==> src/verilog/fpd_consts.svh <==
// fpd_consts.svh: byte offsets, lengths and timing of the image mapper
// assumes it is included by its bare name from design files only
`ifndef FPD_CONSTS_SVH
`define FPD_CONSTS_SVH
// image lengths in bytes
`define FPD_LEN_BASIC 6'h06
`define FPD_LEN_EXT2 6'h0C
`define FPD_LEN_EXT1 6'h20
// output image word offsets, high byte first
`define FPD_O_OPCMD 6'h00
`define FPD_O_FREF 6'h02
`define FPD_O_AOUT 6'h0A
`define FPD_O_DOUT 6'h0E
// input image word offsets
`define FPD_I_STAT 6'h00
`define FPD_I_SPEED 6'h02
`define FPD_I_CUR_B 6'h04
`define FPD_I_TRQ 6'h04
`define FPD_I_FREF 6'h08
`define FPD_I_OFREQ 6'h0A
`define FPD_I_CUR_X 6'h0C
`define FPD_I_AIN 6'h0E
// message region bounds
`define FPD_MSG_EXT1 6'h10
`define FPD_MSG_EXT2 6'h04
`define FPD_RSV1_LO 6'h1C
`define FPD_RSV1_HI 6'h1E
`define FPD_RSV2 6'h0A
// map format value for the conventional layouts
`define FPD_FMT_CONV 1'b1
// current rescale from 0.01 A to 0.1 A
`define FPD_CUR_DIV 16'h000A
// fast command latency bound and clock period
`define FPD_FAST_LAT_NS 2000000
`define FPD_CLK_NS 50
`endif

==> src/verilog/fpd_pkg.sv <==
// fpd_pkg: shared types of the process data image mapper
// assumes fpd_consts.svh carries the numeric constants
package fpd_pkg;
  // image length chosen by the master configuration
  typedef enum logic [1:0] {
    FPD_IMG_BASIC = 2'b00,
    FPD_IMG_EXT2 = 2'b01,
    FPD_IMG_EXT1 = 2'b10
  } fpd_img_t;
  // input image sender states
  typedef enum logic {
    FPD_TX_IDLE = 1'b0,
    FPD_TX_SEND = 1'b1
  } fpd_tx_t;
endpackage

==> src/verilog/fpd_fifo.sv <==
// fpd_fifo: flop based first in first out buffer, valid/ready both sides
// assumes one clock and a synchronous active high reset
`timescale 1ns/10ps
`default_nettype none
module fpd_fifo #(
  parameter int WIDTH = 9,
  parameter int DEPTH = 16
) (
  // clock and reset
  input wire logic core_clk,
  input wire logic reset,
  // fill side
  input wire logic in_valid,
  input wire logic [WIDTH-1:0] in_data,
  output logic in_ready,
  // drain side
  output logic out_valid,
  output logic [WIDTH-1:0] out_data,
  input wire logic out_ready
);
  localparam int AW = $clog2(DEPTH);
  initial begin
    if (DEPTH < 2 || (1 << AW) != DEPTH || WIDTH < 1)
      $error("fpd_fifo: DEPTH must be a power of two >= 2");
  end
  logic [WIDTH-1:0] mem_reg [DEPTH];
  logic [AW-1:0] wr_reg, wr_next, rd_reg, rd_next;
  logic [AW:0] cnt_reg, cnt_next;
  logic rdy_reg, rdy_next;
  logic push, pop;

  ////////////////////////////////////////////////////////////////////////
  // pointers and count; ready is a flop so the top can pass it out raw
  assign push = in_valid && rdy_reg;
  assign pop = out_valid && out_ready;
  always_comb begin
    wr_next = push ? AW'(wr_reg + 1'b1) : wr_reg;
    rd_next = pop ? AW'(rd_reg + 1'b1) : rd_reg;
    cnt_next = cnt_reg;
    if (push && !pop) begin
      cnt_next = (AW+1)'(cnt_reg + 1'b1);
    end else if (pop && !push) begin
      cnt_next = (AW+1)'(cnt_reg - 1'b1);
    end
    rdy_next = cnt_next != (AW+1)'(DEPTH);
  end
  always_ff @(posedge core_clk) begin
    if (reset) begin
      wr_reg <= '0;
      rd_reg <= '0;
      cnt_reg <= '0;
      rdy_reg <= 1'b1;
    end else begin
      wr_reg <= wr_next;
      rd_reg <= rd_next;
      cnt_reg <= cnt_next;
      rdy_reg <= rdy_next;
    end
  end
  // storage has no reset; an unwritten entry can show on out_data only while out_valid is low
  always_ff @(posedge core_clk) begin
    if (push) begin
      mem_reg[wr_reg] <= in_data;
    end
  end
  assign in_ready = rdy_reg;
  assign out_valid = cnt_reg != '0;
  assign out_data = mem_reg[rd_reg];
endmodule
`default_nettype wire

==> src/verilog/fpd_mapper.sv <==
// fpd_mapper: maps the cyclic output and input byte images of a fieldbus
// slave card onto drive commands, monitors and a message byte stream.
// assumes bytes arrive and leave one per cycle with valid/ready, the
// drive side writes message replies by index, and map format and rating
// straps are steady around the release of reset.
// Notes on behaviour
// - fast data goes straight to drive; message bytes are forwarded
// - conventional layouts only when map format select is 1
// - run/stop and speed commands reach the drive well within 2 ms, except while a full message buffer holds off the frame end
// - message region reaches every drive parameter, not only fast ones
// - basic: fast 0-5; 32 byte: msg 16-31; 12 byte: msg 4-11
// - 16-bit items high byte first; command and status in bytes 0-1
// - frequency reference in output bytes 2-3; basic bytes 4-5 unused
// - basic input returns motor speed in 2-3, current in 4-5
// - current in 0.01 A on small ratings, 0.1 A on large ones
// - in V/f control the speed field carries output frequency
// - 32 byte output: analog out in 10-11, digital out in 14-15
// - 32 byte input: torque, freq ref, out freq, current, analog in
// - 32 byte message: code, address, count, four words, handshake 31
// - 12 byte message: code, address, length, one word, handshake 11
// - map format change takes effect only after a restart
`timescale 1ns/10ps
`default_nettype none
`include "fpd_consts.svh"
module fpd_mapper import fpd_pkg::*; #(
  parameter int FIFO_DEPTH = 16,
  parameter int FAST_LAT_CYC = `FPD_FAST_LAT_NS / `FPD_CLK_NS
) (
  // clock and reset
  input wire logic core_clk,
  input wire logic reset,
  // straps and configuration
  input wire logic map_format_select,
  input wire logic [1:0] img_len_sel,
  input wire logic large_rating,
  // output image from the master
  input wire logic img_out_valid,
  input wire logic img_out_first,
  input wire logic [7:0] img_out_byte,
  output logic img_out_ready,
  // fast commands to the drive
  output logic [15:0] op_cmd,
  output logic [15:0] freq_ref,
  output logic [15:0] aout1,
  output logic [15:0] dout,
  output logic fast_upd,
  output logic fmt_conv,
  // message bytes to the drive
  output logic msg_valid,
  output logic [7:0] msg_data,
  output logic msg_last,
  input wire logic msg_ready,
  // drive monitors
  input wire logic [15:0] drv_status,
  input wire logic [15:0] motor_speed,
  input wire logic [15:0] out_freq,
  input wire logic [15:0] out_current,
  input wire logic [15:0] torque_mon,
  input wire logic [15:0] fref_mon,
  input wire logic [15:0] ain1,
  input wire logic vf_mode,
  // message replies from the drive
  input wire logic rsp_we,
  input wire logic [3:0] rsp_idx,
  input wire logic [7:0] rsp_data,
  // input image to the master
  input wire logic img_in_req,
  output logic img_in_valid,
  output logic [7:0] img_in_byte,
  output logic img_in_last,
  input wire logic img_in_ready
);
  initial begin
    if (FIFO_DEPTH < 16 || FAST_LAT_CYC < 4)
      $error("fpd_mapper: FIFO_DEPTH >= 16 and FAST_LAT_CYC >= 4 needed");
  end

  ////////////////////////////////////////////////////////////////////////
  // map format, caught once after reset release
  logic fmt_reg, fmt_next, fmt_done_reg, fmt_done_next;
  always_comb begin
    fmt_done_next = 1'b1;
    fmt_next = fmt_done_reg ? fmt_reg : map_format_select;
  end
  always_ff @(posedge core_clk) begin
    if (reset) begin
      fmt_reg <= 1'b0;
      fmt_done_reg <= 1'b0;
    end else begin
      fmt_reg <= fmt_next;
      fmt_done_reg <= fmt_done_next;
    end
  end
  logic conv;
  assign conv = fmt_done_reg && fmt_reg == `FPD_FMT_CONV;

  // length of an image from the selection code
  function automatic logic [5:0] img_len(input logic [1:0] sel);
    logic [5:0] n;
    n = `FPD_LEN_BASIC;
    if (sel == FPD_IMG_EXT1) n = `FPD_LEN_EXT1;
    else if (sel == FPD_IMG_EXT2) n = `FPD_LEN_EXT2;
    return n;
  endfunction

  ////////////////////////////////////////////////////////////////////////
  // output image receiver
  logic [5:0] rx_idx_reg, rx_idx_next, rx_len_reg, rx_len_next;
  logic [15:0] op_sh_reg, op_sh_next, fr_sh_reg, fr_sh_next;
  logic [15:0] ao_sh_reg, ao_sh_next, do_sh_reg, do_sh_next;
  logic [15:0] op_reg, op_next, fr_reg, fr_next;
  logic [15:0] ao_reg, ao_next, do_reg, do_next;
  logic upd_reg, upd_next;
  logic take, last, push, in_msg, rsv, fifo_rdy;
  logic [5:0] idx, len, mbase;
  logic [5:0] wrd;
  assign take = img_out_valid && fifo_rdy;
  assign idx = img_out_first ? 6'h00 : rx_idx_reg;
  assign len = img_out_first ? img_len(img_len_sel) : rx_len_reg;
  assign last = idx == 6'(len - 6'h01);
  assign wrd = {idx[5:1], 1'b0};
  assign mbase = (len == `FPD_LEN_EXT1) ? `FPD_MSG_EXT1 : `FPD_MSG_EXT2;
  assign in_msg = len != `FPD_LEN_BASIC && idx >= mbase;
  assign rsv = (len == `FPD_LEN_EXT1 && idx >= `FPD_RSV1_LO
    && idx <= `FPD_RSV1_HI)
    || (len == `FPD_LEN_EXT2 && idx == `FPD_RSV2);
  assign push = take && conv && in_msg && !rsv;
  // shadows gather bytes so a torn frame never reaches the drive
  always_comb begin
    rx_idx_next = rx_idx_reg;
    rx_len_next = rx_len_reg;
    op_sh_next = op_sh_reg;
    fr_sh_next = fr_sh_reg;
    ao_sh_next = ao_sh_reg;
    do_sh_next = do_sh_reg;
    op_next = op_reg;
    fr_next = fr_reg;
    ao_next = ao_reg;
    do_next = do_reg;
    upd_next = 1'b0;
    if (take) begin
      rx_idx_next = last ? 6'h00 : 6'(idx + 6'h01);
      rx_len_next = len;
      if (conv && !in_msg) begin
        // high byte sits at the even offset
        if (wrd == `FPD_O_OPCMD) op_sh_next = idx[0] ?
          {op_sh_reg[15:8], img_out_byte} : {img_out_byte, op_sh_reg[7:0]};
        if (wrd == `FPD_O_FREF) fr_sh_next = idx[0] ?
          {fr_sh_reg[15:8], img_out_byte} : {img_out_byte, fr_sh_reg[7:0]};
        if (len == `FPD_LEN_EXT1 && wrd == `FPD_O_AOUT)
          ao_sh_next = idx[0] ? {ao_sh_reg[15:8], img_out_byte}
            : {img_out_byte, ao_sh_reg[7:0]};
        if (len == `FPD_LEN_EXT1 && wrd == `FPD_O_DOUT)
          do_sh_next = idx[0] ? {do_sh_reg[15:8], img_out_byte}
            : {img_out_byte, do_sh_reg[7:0]};
      end
      if (last && conv) begin
        op_next = op_sh_next;
        fr_next = fr_sh_next;
        ao_next = ao_sh_next;
        do_next = do_sh_next;
        upd_next = 1'b1;
      end
    end
  end
  always_ff @(posedge core_clk) begin
    if (reset) begin
      rx_idx_reg <= 6'h00;
      rx_len_reg <= `FPD_LEN_BASIC;
      op_sh_reg <= 16'h0000;
      fr_sh_reg <= 16'h0000;
      ao_sh_reg <= 16'h0000;
      do_sh_reg <= 16'h0000;
      op_reg <= 16'h0000;
      fr_reg <= 16'h0000;
      ao_reg <= 16'h0000;
      do_reg <= 16'h0000;
      upd_reg <= 1'b0;
    end else begin
      rx_idx_reg <= rx_idx_next;
      rx_len_reg <= rx_len_next;
      op_sh_reg <= op_sh_next;
      fr_sh_reg <= fr_sh_next;
      ao_sh_reg <= ao_sh_next;
      do_sh_reg <= do_sh_next;
      op_reg <= op_next;
      fr_reg <= fr_next;
      ao_reg <= ao_next;
      do_reg <= do_next;
      upd_reg <= upd_next;
    end
  end
  assign op_cmd = op_reg;
  assign freq_ref = fr_reg;
  assign aout1 = ao_reg;
  assign dout = do_reg;
  assign fast_upd = upd_reg;
  assign fmt_conv = fmt_reg;
  assign img_out_ready = fifo_rdy;

  ////////////////////////////////////////////////////////////////////////
  // message path; a full buffer stalls the whole output image
  logic f_valid, f_pop;
  logic [8:0] f_data;
  logic mv_reg, mv_next, ml_reg, ml_next;
  logic [7:0] md_reg, md_next;
  fpd_fifo #(.WIDTH(9), .DEPTH(FIFO_DEPTH)) u_fifo (
    .core_clk(core_clk),
    .reset(reset),
    .in_valid(push),
    .in_data({last, img_out_byte}),
    .in_ready(fifo_rdy),
    .out_valid(f_valid),
    .out_data(f_data),
    .out_ready(f_pop)
  );
  // output stage keeps msg ports on flops
  assign f_pop = !mv_reg || msg_ready;
  always_comb begin
    mv_next = mv_reg;
    md_next = md_reg;
    ml_next = ml_reg;
    if (f_pop) begin
      mv_next = f_valid;
      md_next = f_data[7:0];
      ml_next = f_data[8];
    end
  end
  always_ff @(posedge core_clk) begin
    if (reset) begin
      mv_reg <= 1'b0;
      md_reg <= 8'h00;
      ml_reg <= 1'b0;
    end else begin
      mv_reg <= mv_next;
      md_reg <= md_next;
      ml_reg <= ml_next;
    end
  end
  assign msg_valid = mv_reg;
  assign msg_data = md_reg;
  assign msg_last = ml_reg;

  ////////////////////////////////////////////////////////////////////////
  // reply bytes, indexed from the start of the message region
  logic [7:0] rsp_reg [16];
  always_ff @(posedge core_clk) begin
    if (reset) begin
      for (int i = 0; i < 16; i++) rsp_reg[i] <= 8'h00;
    end else if (rsp_we) begin
      rsp_reg[rsp_idx] <= rsp_data;
    end
  end

  ////////////////////////////////////////////////////////////////////////
  // input image sender
  logic [15:0] speed_w, cur_w;
  assign speed_w = vf_mode ? out_freq : motor_speed;
  // a full divide by 10 is always built; its result is selected only on large ratings
  assign cur_w = large_rating ? out_current / `FPD_CUR_DIV
    : out_current;
  function automatic logic [7:0] in_byte(input logic [5:0] i,
      input logic [5:0] n, input logic [15:0] sp, input logic [15:0] cu);
    logic [15:0] w;
    logic [5:0] k, mb;
    logic [7:0] b;
    w = 16'h0000;
    k = {i[5:1], 1'b0};
    mb = (n == `FPD_LEN_EXT1) ? `FPD_MSG_EXT1 : `FPD_MSG_EXT2;
    if (k == `FPD_I_STAT) w = drv_status;
    else if (k == `FPD_I_SPEED) w = sp;
    else if (n == `FPD_LEN_BASIC && k == `FPD_I_CUR_B) w = cu;
    else if (n == `FPD_LEN_EXT1) begin
      if (k == `FPD_I_TRQ) w = torque_mon;
      else if (k == `FPD_I_FREF) w = fref_mon;
      else if (k == `FPD_I_OFREQ) w = out_freq;
      else if (k == `FPD_I_CUR_X) w = cu;
      else if (k == `FPD_I_AIN) w = ain1;
    end
    b = i[0] ? w[7:0] : w[15:8];
    if (n != `FPD_LEN_BASIC && i >= mb) b = rsp_reg[4'(i - mb)];
    if ((n == `FPD_LEN_EXT1 && i >= `FPD_RSV1_LO && i <= `FPD_RSV1_HI)
        || (n == `FPD_LEN_EXT2 && i == `FPD_RSV2)) b = 8'h00;
    return b;
  endfunction
  fpd_tx_t tx_reg, tx_next;
  logic [5:0] tx_idx_reg, tx_idx_next, tx_len_reg, tx_len_next;
  logic iv_reg, iv_next, il_reg, il_next;
  logic [7:0] ib_reg, ib_next;
  logic [5:0] sel_idx, sel_len;
  assign sel_idx = (tx_reg == FPD_TX_IDLE) ? 6'h00
    : 6'(tx_idx_reg + 6'h01);
  assign sel_len = (tx_reg == FPD_TX_IDLE) ? img_len(img_len_sel)
    : tx_len_reg;
  always_comb begin
    tx_next = tx_reg;
    tx_idx_next = tx_idx_reg;
    tx_len_next = tx_len_reg;
    iv_next = iv_reg;
    ib_next = ib_reg;
    il_next = il_reg;
    unique case (tx_reg)
      FPD_TX_IDLE: begin
        if (img_in_req) begin
          tx_next = FPD_TX_SEND;
          tx_idx_next = 6'h00;
          tx_len_next = sel_len;
          iv_next = 1'b1;
          ib_next = conv ? in_byte(sel_idx, sel_len, speed_w, cur_w)
            : 8'h00;
          il_next = 1'b0;
        end
      end
      FPD_TX_SEND: begin
        if (img_in_ready) begin
          if (il_reg) begin
            tx_next = FPD_TX_IDLE;
            iv_next = 1'b0;
            il_next = 1'b0;
          end else begin
            tx_idx_next = sel_idx;
            ib_next = conv ? in_byte(sel_idx, sel_len, speed_w, cur_w)
              : 8'h00;
            il_next = sel_idx == 6'(sel_len - 6'h01);
          end
        end
      end
    endcase
  end
  always_ff @(posedge core_clk) begin
    if (reset) begin
      tx_reg <= FPD_TX_IDLE;
      tx_idx_reg <= 6'h00;
      tx_len_reg <= `FPD_LEN_BASIC;
      iv_reg <= 1'b0;
      ib_reg <= 8'h00;
      il_reg <= 1'b0;
    end else begin
      tx_reg <= tx_next;
      tx_idx_reg <= tx_idx_next;
      tx_len_reg <= tx_len_next;
      iv_reg <= iv_next;
      ib_reg <= ib_next;
      il_reg <= il_next;
    end
  end
  assign img_in_valid = iv_reg;
  assign img_in_byte = ib_reg;
  assign img_in_last = il_reg;

  ////////////////////////////////////////////////////////////////////////
  // checks
  property p_fast_commit;
    @(posedge core_clk) disable iff (reset)
      take && last && conv |=> fast_upd ##1 !fast_upd;
  endproperty
  a_fast_commit: assert property (p_fast_commit)
    else $error("fast commands not committed after frame end");
  // watches the shadow, since the commit waits for the frame end
  property p_opcmd_order;
    @(posedge core_clk) disable iff (reset)
      take && conv && idx == `FPD_O_OPCMD ##1
      take && wrd == `FPD_O_OPCMD && idx[0] |=>
      op_sh_reg == {$past(img_out_byte, 2), $past(img_out_byte)};
  endproperty
  a_opcmd_order: assert property (p_opcmd_order)
    else $error("operation command byte order wrong");
  property p_fmt_hold;
    @(posedge core_clk) disable iff (reset)
      fmt_done_reg |=> $stable(fmt_conv);
  endproperty
  a_fmt_hold: assert property (p_fmt_hold)
    else $error("map format changed without restart");
  property p_no_msg_basic;
    @(posedge core_clk) disable iff (reset)
      push |-> len != `FPD_LEN_BASIC && idx >= `FPD_MSG_EXT2;
  endproperty
  a_no_msg_basic: assert property (p_no_msg_basic)
    else $error("message byte pushed outside message region");
  property p_no_conv_quiet;
    @(posedge core_clk) disable iff (reset)
      !conv |-> !push && !upd_next;
  endproperty
  a_no_conv_quiet: assert property (p_no_conv_quiet)
    else $error("activity in non conventional format");
  property p_rsv_skip;
    @(posedge core_clk) disable iff (reset)
      push |-> !(len == `FPD_LEN_EXT2 && idx == `FPD_RSV2)
        && !(len == `FPD_LEN_EXT1 && idx >= `FPD_RSV1_LO
        && idx <= `FPD_RSV1_HI);
  endproperty
  a_rsv_skip: assert property (p_rsv_skip)
    else $error("reserved message byte forwarded");
  property p_rsv_zero;
    @(posedge core_clk) disable iff (reset)
      img_in_valid && tx_len_reg == `FPD_LEN_EXT1
      && tx_idx_reg >= `FPD_RSV1_LO && tx_idx_reg <= `FPD_RSV1_HI
      |-> img_in_byte == 8'h00;
  endproperty
  a_rsv_zero: assert property (p_rsv_zero)
    else $error("reserved input byte not zero");
  property p_msg_hold;
    @(posedge core_clk) disable iff (reset)
      msg_valid && !msg_ready |=> msg_valid && $stable(msg_data)
        && $stable(msg_last);
  endproperty
  a_msg_hold: assert property (p_msg_hold)
    else $error("message byte dropped under stall");
  property p_in_last;
    @(posedge core_clk) disable iff (reset)
      img_in_valid && img_in_last |-> tx_idx_reg == 6'(tx_len_reg - 6'h01);
  endproperty
  a_in_last: assert property (p_in_last)
    else $error("input image length wrong");
  c_fast: cover property (@(posedge core_clk) disable iff (reset)
    fast_upd);
  c_msg_last: cover property (@(posedge core_clk) disable iff (reset)
    msg_valid && msg_last && msg_ready);
  c_full: cover property (@(posedge core_clk) disable iff (reset)
    img_out_valid && !img_out_ready);
  c_in_done: cover property (@(posedge core_clk) disable iff (reset)
    img_in_valid && img_in_last && img_in_ready);
endmodule
`default_nettype wire

==> config.mk <==
export PLATFORM = sky130hd
export DESIGN_NAME = fpd_mapper
export DESIGN_NICKNAME = d
export VERILOG_FILES = /design/src/verilog/fpd_pkg.sv /design/src/verilog/fpd_fifo.sv /design/src/verilog/fpd_mapper.sv
export VERILOG_INCLUDE_DIRS = /design/src /design/src/verilog
export SDC_FILE = /design/constraint.sdc
export NUM_CORES = 1
export LEC_CHECK = 0
export BUFFER_PORTS_ARGS = -buffer_cell sky130_fd_sc_hd__clkbuf_2
export CELL_PAD_IN_SITES_DETAIL_PLACEMENT = 0
export CELL_PAD_IN_SITES_GLOBAL_PLACEMENT = 2
export CORE_UTILIZATION = 42
export DETAILED_ROUTE_END_ITERATION = 12
export PLACE_DENSITY_LB_ADDON = 0.12
export SLEW_MARGIN = 10
export SYNTH_ARGS = -nofsm -noshare
export SYNTH_HDL_FRONTEND = slang
export SYNTH_SLANG_ARGS = --single-unit
==> constraint.sdc <==
create_clock -name core_clk -period 7 [get_ports core_clk]
set_input_delay 0.35 -clock core_clk [delete_from_list [all_inputs] [get_ports core_clk]]
set_output_delay 0.35 -clock core_clk [all_outputs]
set_load 0.05 [all_outputs]
**Word level (Yosys, flattened, before mapping)**

Memory sizes are Yosys's and may differ from the RTL's. A register that Yosys moved wholly into a read port is not among the register bits.
Cells that the tools add are included.

- Input bits: 145
- Register bits after elaboration: 181
- RAM bits: 272
- Output and inout port bits: 87
- Memories kept: 2
- Logic and storage cells: 181

- Reduce and logical (&&, ||, !) cells: 40
- Add/sub/neg operators: 9
- Div/mod/pow operators: 1
- Equality and inequality tests: 27
- Mux-type cells: 70
- $lt $le $gt $ge: 6
- Bitwise gates (word level): 2

Memories:

| name | depth | bits a word | rd ports | clocked after Yosys merged registers in | wr ports | RTL line | source |
|---|---|---|---|---|---|---|---|
| u_fifo.mem_reg | 16 | 9 | 1 | 1 | 1 | fpd_fifo.sv:26 | `logic [WIDTH-1:0] mem_reg [DEPTH];` |
| rsp_reg | 16 | 8 | 1 | 0 | 16 | fpd_mapper.sv:246 | `logic [7:0] rsp_reg [16];` |

Operators with widths:

| operator | number |
|---|---|
| 16-bit 2-to-1 mux | 23 |
| 8-bit 2-to-1 mux | 8 |
| 6-bit 2-to-1 mux | 9 |
| 5-bit by 3-bit equality test with 1-bit output (second input constant) | 6 |
| 6-bit by 4-bit equality test with 1-bit output (second input constant) | 4 |
| 1-bit logical AND | 22 |
| 5-bit 2-to-1 mux | 4 |
| 1-bit 2-to-1 mux | 19 |
| 16-bit by 4-bit divider with 16-bit output (second input constant) | 1 |
| 8-bit one-hot mux with 2 select lines | 1 |
| 6-bit by 1-bit adder with 6-bit output (second input constant) | 2 |
| 6-bit equality test | 2 |
| 6-bit equality test (second input constant) | 2 |
| 6-bit by 5-bit >= comparator with 1-bit output | 2 |
| 6-bit by 5-bit >= comparator with 1-bit output (second input constant) | 2 |
| 6-bit by 5-bit less-or-equal comparator with 1-bit output (second input constant) | 2 |
| 6-bit by 3-bit inequality test with 1-bit output (second input constant) | 2 |
| 6-bit one-hot mux with 2 select lines | 1 |
| 6-bit by 1-bit subtractor with 6-bit output (second input constant) | 2 |
| 5-bit by 1-bit equality test with 1-bit output (second input constant) | 2 |
| 4-bit by 1-bit adder with 4-bit output (second input constant) | 2 |
| 4-bit 2-to-1 mux | 2 |
| 8-bit OR reduction | 1 |
| 6-bit by 3-bit equality test with 1-bit output (second input constant) | 1 |
| 19 further kinds | 33 |

**Logic depth before layout (Yosys ltp)**

Gate-level depths: netlist of the first run.

- Depth in word-level cells: 19
- Depth in mapped cells: 20
- Mapped depth without buffers: 16

**By module**

Synthesis of the first run repeated with hierarchy kept, for this count alone.

- Cell total of the unflattened synthesis: 2186
- Area total of the unflattened synthesis: 23518.8 µm²

Modules (own cells, without submodules):

| module | instances | area an instance (µm²) | cells an instance | sequential area each (µm²) |
|---|---|---|---|---|
| fpd_mapper | 1 | 17199.0 | 1880 | 7367.1 |
| fpd_fifo | 1 | 6319.8 | 306 | 4684.5 |

**Worst setup path before layout of the first run**

No wires, ideal clock.

- Kind: input to register
- Start point: input out_current[10]
- End point: register ib_reg[0] (netlist: img_in_byte[0])
- Stages on the path: 18
- Required time: 6.878 ns
- Arrival: 4.454 ns
- Path buffers: 2
- Setup slack: 2.425 ns
- Library setup time: 0.122 ns
- Path through: buf_6 > or3b_4 > or3_1 > nand4_2 > o211ai_4 > a31o_1 > a221o_1 > a2111oi_4 > o21ai_2 > nand2_1 > mux2_2 > or2_1 > buf_2 > a311oi_1 > a21oi_1 > or2_1 > o2111a_1 > o311a_1

- Longest elaborated chain between the ends: 17
- Elaborated cells on any way between the ends: 18
- Those cells by class: div: 1; mux: 17

Ends and longest elaborated chain:

| item | RTL line | source |
|---|---|---|
| from (decl) | fpd_mapper.sv:57 | `input wire logic [15:0] out_current,` |
| 16-bit by 4-bit divider with 16-bit output (no source line) * | - |  |
| 16-bit 2-to-1 mux * | fpd_mapper.sv:260 | `` assign cur_w = large_rating ? out_current / `FPD_CUR_DIV `` |
| 16-bit 2-to-1 mux | fpd_mapper.sv:277 | `` else if (k == `FPD_I_CUR_X) w = cu; `` |
| 16-bit 2-to-1 mux | fpd_mapper.sv:276 | `` else if (k == `FPD_I_OFREQ) w = out_freq; `` |
| 16-bit 2-to-1 mux | fpd_mapper.sv:275 | `` else if (k == `FPD_I_FREF) w = fref_mon; `` |
| 16-bit 2-to-1 mux | fpd_mapper.sv:274 | `` if (k == `FPD_I_TRQ) w = torque_mon; `` |
| 16-bit 2-to-1 mux | fpd_mapper.sv:273 | `` else if (n == `FPD_LEN_EXT1) begin `` |
| 16-bit 2-to-1 mux * | fpd_mapper.sv:272 | `` else if (n == `FPD_LEN_BASIC && k == `FPD_I_CUR_B) w = cu; `` |
| 16-bit 2-to-1 mux * | fpd_mapper.sv:271 | `` else if (k == `FPD_I_SPEED) w = sp; `` |
| 16-bit 2-to-1 mux * | fpd_mapper.sv:270 | `` if (k == `FPD_I_STAT) w = drv_status; `` |
| 8-bit 2-to-1 mux * | fpd_mapper.sv:280 | `b = i[0] ? w[7:0] : w[15:8];` |
| 8-bit 2-to-1 mux * | fpd_mapper.sv:281 | `` if (n != `FPD_LEN_BASIC && i >= mb) b = rsp_reg[4'(i - mb)]; `` |
| 8-bit 2-to-1 mux * | fpd_mapper.sv:282 | `` if ((n == `FPD_LEN_EXT1 && i >= `FPD_RSV1_LO && i <= `FPD_RSV1_HI) `` |
| 8-bit 2-to-1 mux * | fpd_mapper.sv:322 | `ib_next = conv ? in_byte(sel_idx, sel_len, speed_w, cur_w)` |
| 8-bit 2-to-1 mux | fpd_mapper.sv:316 | `if (il_reg) begin` |
| 8-bit 2-to-1 mux | fpd_mapper.sv:315 | `if (img_in_ready) begin` |
| 8-bit one-hot mux with 2 select lines * | fpd_mapper.sv:302 | `unique case (tx_reg)` |
| to (signal assigned) | fpd_mapper.sv:343 | `ib_reg <= ib_next;` |
| to (decl) | fpd_mapper.sv:289 | `logic [7:0] ib_reg, ib_next;` |

Every way passes the cells marked *; elsewhere a longest branch is shown, timed or not. The select of a mux whose other input is x is not followed.
A chain may end at the register's enable or synchronous reset.

**Final worst setup path of the first run**

- Start point: input out_current[15]
- End point: register ib_reg[0] (netlist: img_in_byte[0])

The elaborated chain is that of the path after synthesis.

==> results of run 1 <==
==> worst paths after layout <==
| path | startpoint | to | slack [ps] | cells after the start |
|---|---|---|---|---|
| worst min-delay path | map_format_select | fmt_conv | 30 | 3 |
| worst max register to register | tx_reg | img_in_byte[5] | 2180 | 9 |
| worst min register to register | msg_data[4] | msg_data[4] | 450 | 2 |
| worst max-delay path | out_current[15] | img_in_byte[0] | 2090 | 17 |
==> cells by family after synthesis <==
kind of cell,after synthesis,synth area share
AOI/OAI and AO/OA,485,0.144
DFF,462,0.513
buffers and inverters,189,0.0331
xor gates and xnor gates,38,0.0154
adders and majority gates,22,0.0118
muxes,192,0.110
and+or+nand+nor,837,0.173
==> through the flow <==
step	setup WS, ps	std cells	instance area [sq um]	util	hold WS, ps
floorplan	2420	2225	23300	-	436
global placement	1560	3083	25100	0.457	440
detailed placement	1580	3083	25100	0.457	445
CTS	2180	3173	26800	0.487	1.09
global route	1690	3173	26800	0.487	39.3
finish	2090	3173	26800	0.487	25.6
==> final cells by class <==
class	instances	area (sq um)
Tap cell	748	936
Clock inverter	26	297
Timing Repair Buffer	269	1460
Fill cell	5042	28200
Clock buffer	64	1350
Multi-Input combinational cell	1574	10700
Sequential cell	462	12000
Inverter	30	113
==> layout by cell type, fill, tap and decap left out, types with 22 or more instances in the layout <==
cell	instances
edfxtp_1	272
nand2_1	252
clkbuf_2	230
nor2_1	216
dfxtp_1	188
mux2i_1	139
and2_1	139
a21oi_1	119
a211oi_1	94
o21ai_0	78
nand3_1	58
mux4_2	50
clkbuf_16	50
buf_4	37
nor2b_1	31
nor3_1	31
inv_1	27
a311oi_1	26
ha_1	22
==> worst max-delay path, delay by kind of cell <==
family | cells | cell delay [ps]
AO/OA/AOI/OAI | 12 | 3430
AND/OR/NAND/NOR | 4 | 1130
buffers and inverters | 1 | 450
==> where the power goes <==
group	leakage, nW	switching (mW)	total, mW	internal [mW]
registers	4.08	0.0461	3.01	2.96
logic	4.89	0.757	1.23	0.475
clock network	0.812	1.11	2.64	1.53
total	9.78	1.91	6.87	4.96
==> routing by layer <==
metal  wire [microns]  vias to the layer above  share of wire
li1                 -                     8569              -
met1            30300                     8702           0.44
met2            33500                      374           0.49
met3             3150                       84          0.046
met4             1410                        0          0.021
met5                0                        -              0
==> impl_metrics.env, run 1 <==
export IMPL_path_class="in -> reg"
export IMPL_nets=2554
export IMPL_wl_microns=68400
export IMPL_dpl_hpwl_microns=46300
export IMPL_start_util=0.424
export IMPL_synthFlopType="edfxtp_1"
export IMPL_met1_usage=0.316
export IMPL_cts_root_buf="clkbuf_16"
export IMPL_core_area_sq_mm=0.0550
export IMPL_synth_top_area_frac=0.350
export IMPL_grt_pass1_wl_microns=105000
export IMPL_cp_required_ps=7450
export IMPL_routedWlPerCell_microns=21.6
export IMPL_diodes=0
export IMPL_cts_resized=0
export IMPL_synth_edf_count=272
export IMPL_drt_pass1_iterations=5
export IMPL_drive_above_1_share=0.184
export IMPL_cts_made_buffers=50
export IMPL_routabilityCongestion=0.879
export IMPL_antenna_found_initial=0
export IMPL_critPathSlowestCell="nor2_1"
export IMPL_cts_sinks=462
export IMPL_grt_pass1_vias=17700
export IMPL_synth_seq_cells=462
export IMPL_syn_cell_area_sq_mm=0.0233
export IMPL_clk_path_buf_depth=3
export IMPL_via_count=17700
export IMPL_worst_slew_pin_slew_ps=1150
export IMPL_htreeDepth=2
export IMPL_met2_usage=0.411
export IMPL_post_cts_buffers=0
export IMPL_rows=86
export IMPL_max_slew_margin_rel=0.215
export IMPL_drv_cap=0
export IMPL_vias_per_cell=5.59
export IMPL_leakagePower_nw=9.78
export IMPL_max_vdd_ir_drop_v=0.000189
export IMPL_dieArea_sq_mm=0.0565
export IMPL_syn_nets=2392
export IMPL_ant_nets=0
export IMPL_largest_reg_flops=144
export IMPL_synth_commonest_cells="edfxtp_1 (272), nand2_1 (253), nor2_1 (216), dfxtp_1 (190)"
export IMPL_yosysWarnings=0
export IMPL_synth_area_leader_cell="edfxtp_1"
export IMPL_area_growth_syn_to_layout_pct=14.8
export IMPL_cellPowerDensity_mw_per_mm2=257
export IMPL_port_buffers=231
export IMPL_finalCritPeriodShare=0.702
export IMPL_clock_skew_ps=61.0
export IMPL_grt_max_degree=129
export IMPL_groute_usage_overall=0.241
export IMPL_ys_seq_area_frac=0.513
export IMPL_worstPathArrival_ps=5370
export IMPL_ys_async_sr_fraction=0
export IMPL_yosysMostFrequentCell="edfxtp_1"
export IMPL_path_max_fanout=29
export IMPL_clk_pin_slew_ps=60
export IMPL_grt_most_used_layer="met2"
export IMPL_postSynthAreaPerCell_sq_um=10.5
export IMPL_rsz0062_at_grt="false"
export IMPL_die_h_microns=238
export IMPL_fin_crit_ps=4910
export IMPL_grtUsageMet3=0.0413
export IMPL_path_cells="clkbuf_2, nor2b_1, nand2_1, o221ai_2, a21boi_0, o32ai_1, a221o_1, nor2_1, a22o_1, o21ai_0, a31o_2, a22oi_1, nor3_1, o41ai_1, a211o_1, o2111ai_1, o311a_1"
export IMPL_die_x_microns=238
export IMPL_finalPower_mw=6.87
export IMPL_insertion_delay_ps=620
export IMPL_synth_cell_type_count=100
export IMPL_cts_tree="done"
export IMPL_cp_slowest_stage_delay_ps=580
export IMPL_synth_cells=2225
export IMPL_drtIter0Drc=1241
export IMPL_status="completed"
export IMPL_fmaxAchievable_mhz=203
export IMPL_synthTopCellsByArea="edfxtp_1 (35%), dfxtp_1 (16%), mux2i_1 (6.0%)"
export IMPL_holdBufCountCts=0
export IMPL_worstSetupStartpointType="input pin"
export IMPL_worstSetupEndpointType="flop"
export IMPL_grt_ovfl_total=0
export IMPL_hold_path_class="in -> reg"
export IMPL_drcViolationCount=0
export IMPL_hold_violations=0
export IMPL_ios=232
export IMPL_fin_tns_setup_ps=0
export IMPL_setup_violations=0
export IMPL_slew_violations=0
(Power assumes the default switching activity.)
==> inputs of run 2 (changes only) <==
--- a/config.mk
+++ b/config.mk
@@ -9,7 +9,7 @@
 export BUFFER_PORTS_ARGS = -buffer_cell sky130_fd_sc_hd__clkbuf_2
 export CELL_PAD_IN_SITES_DETAIL_PLACEMENT = 0
 export CELL_PAD_IN_SITES_GLOBAL_PLACEMENT = 2
-export CORE_UTILIZATION = 42
+export CORE_UTILIZATION = 39
 export DETAILED_ROUTE_END_ITERATION = 12
 export PLACE_DENSITY_LB_ADDON = 0.12
 export SLEW_MARGIN = 10
==> constraint.sdc (replaced) <==
create_clock -name core_clk -period 4.8 [get_ports core_clk]
set_input_delay 0.24 -clock core_clk [delete_from_list [all_inputs] [get_ports core_clk]]
set_output_delay 0.24 -clock core_clk [all_outputs]
set_load 0.05 [all_outputs]
==> impl_metrics.env, run 2 (synthesis results as in run 1) <==
export IMPL_path_class="in -> reg"
export IMPL_cts_sinks=462
export IMPL_drcViolationCount=0
export IMPL_cts_resized=0
export IMPL_swShare=0.277
export IMPL_grt_ovfl_total=0
export IMPL_routabilityCongestion=0.880
export IMPL_insertion_delay_ps=600
export IMPL_worstSetupEndpointType="flop"
export IMPL_status="completed"
export IMPL_cts_tree="done"
export IMPL_hold_violations=0
export IMPL_worstReg2RegEnd="img_in_byte[1]"
export IMPL_hold_depth=4
export IMPL_rows=89
export IMPL_power_frac_clock=0.387
export IMPL_holdBufCountCts=7
export IMPL_dieArea_sq_mm=0.0608
export IMPL_finalCritPeriodShare=0.902
export IMPL_start_util=0.395
export IMPL_path_max_fanout=16
export IMPL_vias_per_cell=5.51
export IMPL_core_area_sq_mm=0.0590
export IMPL_grt_pass1_wl_microns=109000
export IMPL_worstPathArrival_ps=4810
export IMPL_port_buffers=231
export IMPL_drv_cap=0
export IMPL_ios=232
export IMPL_max_vdd_ir_drop_v=0.000261
export IMPL_cellPowerDensity_mw_per_mm2=372
export IMPL_comb_power_share=0.177
export IMPL_cts_root_buf="clkbuf_16"
export IMPL_layout_commonest_cell="edfxtp_1"
export IMPL_worstSetupStartpointType="input pin"
export IMPL_fin_crit_ps=4330
export IMPL_cts_made_buffers=51
export IMPL_whs_ps=33.4
export IMPL_n_fill_cell=5579
export IMPL_regArea_sq_mm=0.0120
export IMPL_multi_input_area_sq_mm=0.0106
export IMPL_ant_nets=0
export IMPL_htreeDepth=2
export IMPL_antenna_found_initial=4
export IMPL_groute_usage_overall=0.233
export IMPL_dpl_hpwl_microns=49100
export IMPL_drt_pass1_iterations=5
export IMPL_wl_microns=71200
export IMPL_rr_worst_depth=13
export IMPL_leakagePower_nw=10.2
export IMPL_diodes=0
export IMPL_hp_start="img_in_ready"
export IMPL_placed_cells_incl_taps=3183
export IMPL_fmaxAchievable_mhz=231
export IMPL_worstHoldEndpoint="img_in_valid"
export IMPL_nets=2637
export IMPL_rrSetupSlack_ps=800
export IMPL_crit_reg2reg_launch="tx_reg"
export IMPL_post_cts_buffers=0
export IMPL_clock_skew_ps=13.3
export IMPL_area_growth_syn_to_layout_pct=17.8
export IMPL_via_count=18100
export IMPL_fin_cells=3285
export IMPL_grt_pass1_vias=18200
export IMPL_setup_violations=0
export IMPL_die_h_microns=247
export IMPL_max_slew_margin_rel=0.170
export IMPL_die_x_microns=247
export IMPL_cp_required_ps=5280
export IMPL_clk_path_buf_depth=3
export IMPL_mostFrequentLayoutCells="edfxtp_1 (272), nand2_1 (252), clkbuf_2 (230), nor2_1 (216), dfxtp_1 (188)"
export IMPL_slew_violations=0
export IMPL_worst_slew_pin_slew_ps=1230
export IMPL_sequentialPowerShare=0.435
export IMPL_grt_max_degree=129
export IMPL_p_sw_mw=2.83
export IMPL_hold_path_class="in -> reg"
export IMPL_rsz0062_at_grt="false"
export IMPL_largest_reg_flops=144
export IMPL_p_int_mw=7.40
export IMPL_drive_above_1_share=0.205
export IMPL_routedWlPerCell_microns=21.7
export IMPL_drtIter0Drc=1111
export IMPL_clk_pin_slew_ps=60
## run 2: changes by cell type in the layout (fill, tap and decap cells not counted), moves of 3 or more
cell,delta
buf_4,+73
clkbuf_1,+7
clkinv_2,-4
dlygate4sd3_1,+7
nor3_1,+3
nor3_2,-3
## run 2: power by group through the flow
stage | registers [mW] | logic (mW) | clock network (mW)
finish | 4.46 | 1.82 | 3.96
global route | 4.48 | 1.96 | 4.21
CTS | 4.46 | 1.82 | 4.06
detailed placement | 4.55 | 1.81 | 0
global placement | 4.54 | 1.81 | 0
floorplan | 4.55 | 1.20 | 0
## run 2: critical path, cell delays in order
cell and delay [ps]:
clkbuf_2 180, buf_12 200, nor2b_1 330, a21oi_1 160, a221oi_1 450, nor2_1 90
nor4_1 290, buf_4 180, a221oi_2 50, buf_4 180, a2111oi_0 420, a21oi_1 120
o221a_2 310, mux2i_4 260, nor3_1 90, a311oi_1 260, a21oi_1 140, or2_1 290
o2111a_1 240, o311a_1 320
## run 2: how the worst max path moves through the flow
stage | start | end | cells after the start
5_1_grt | out_current[14] | img_in_byte[0] | 18
6_report | out_current[15] | img_in_byte[0] | 20
3_3_place_gp | out_current[15] | img_in_byte[0] | 20
4_1_cts | out_current[14] | img_in_byte[0] | 18
3_5_place_dp | out_current[14] | img_in_byte[0] | 18
2_1_floorplan | out_current[10] | img_in_byte[0] | 18
## run 2: per-stage QoR
stage	worst slack (ps)	TNS (ps)	instance area [sq um]	power [mW]	util
6_report	470	0	27500	10.2	0.466
5_1_grt	109	0	27500	10.7	0.466
3_5_place_dp	-52.0	-52.0	25700	6.36	0.436
2_1_floorplan	335	0	23300	5.75	-
3_3_place_gp	46.2	0	25700	6.35	0.436
4_1_cts	583	0	27500	10.3	0.466
## run 2: metal layers
layer,GRT usage,part of all wire
met5,0,0.00083
met1,0.302,0.44
met2,0.396,0.49
met4,0.0605,0.022
met3,0.0451,0.053
## run 2: final cells by class
type,instances,share of cell area
multi-input cells,1574,0.387
clock inverters,22,0.00942
repair buffers,351,0.0771
flip-flops and latches,462,0.436
well taps,773,0.0352
inverters,30,0.00410
clock buffers,73,0.0516
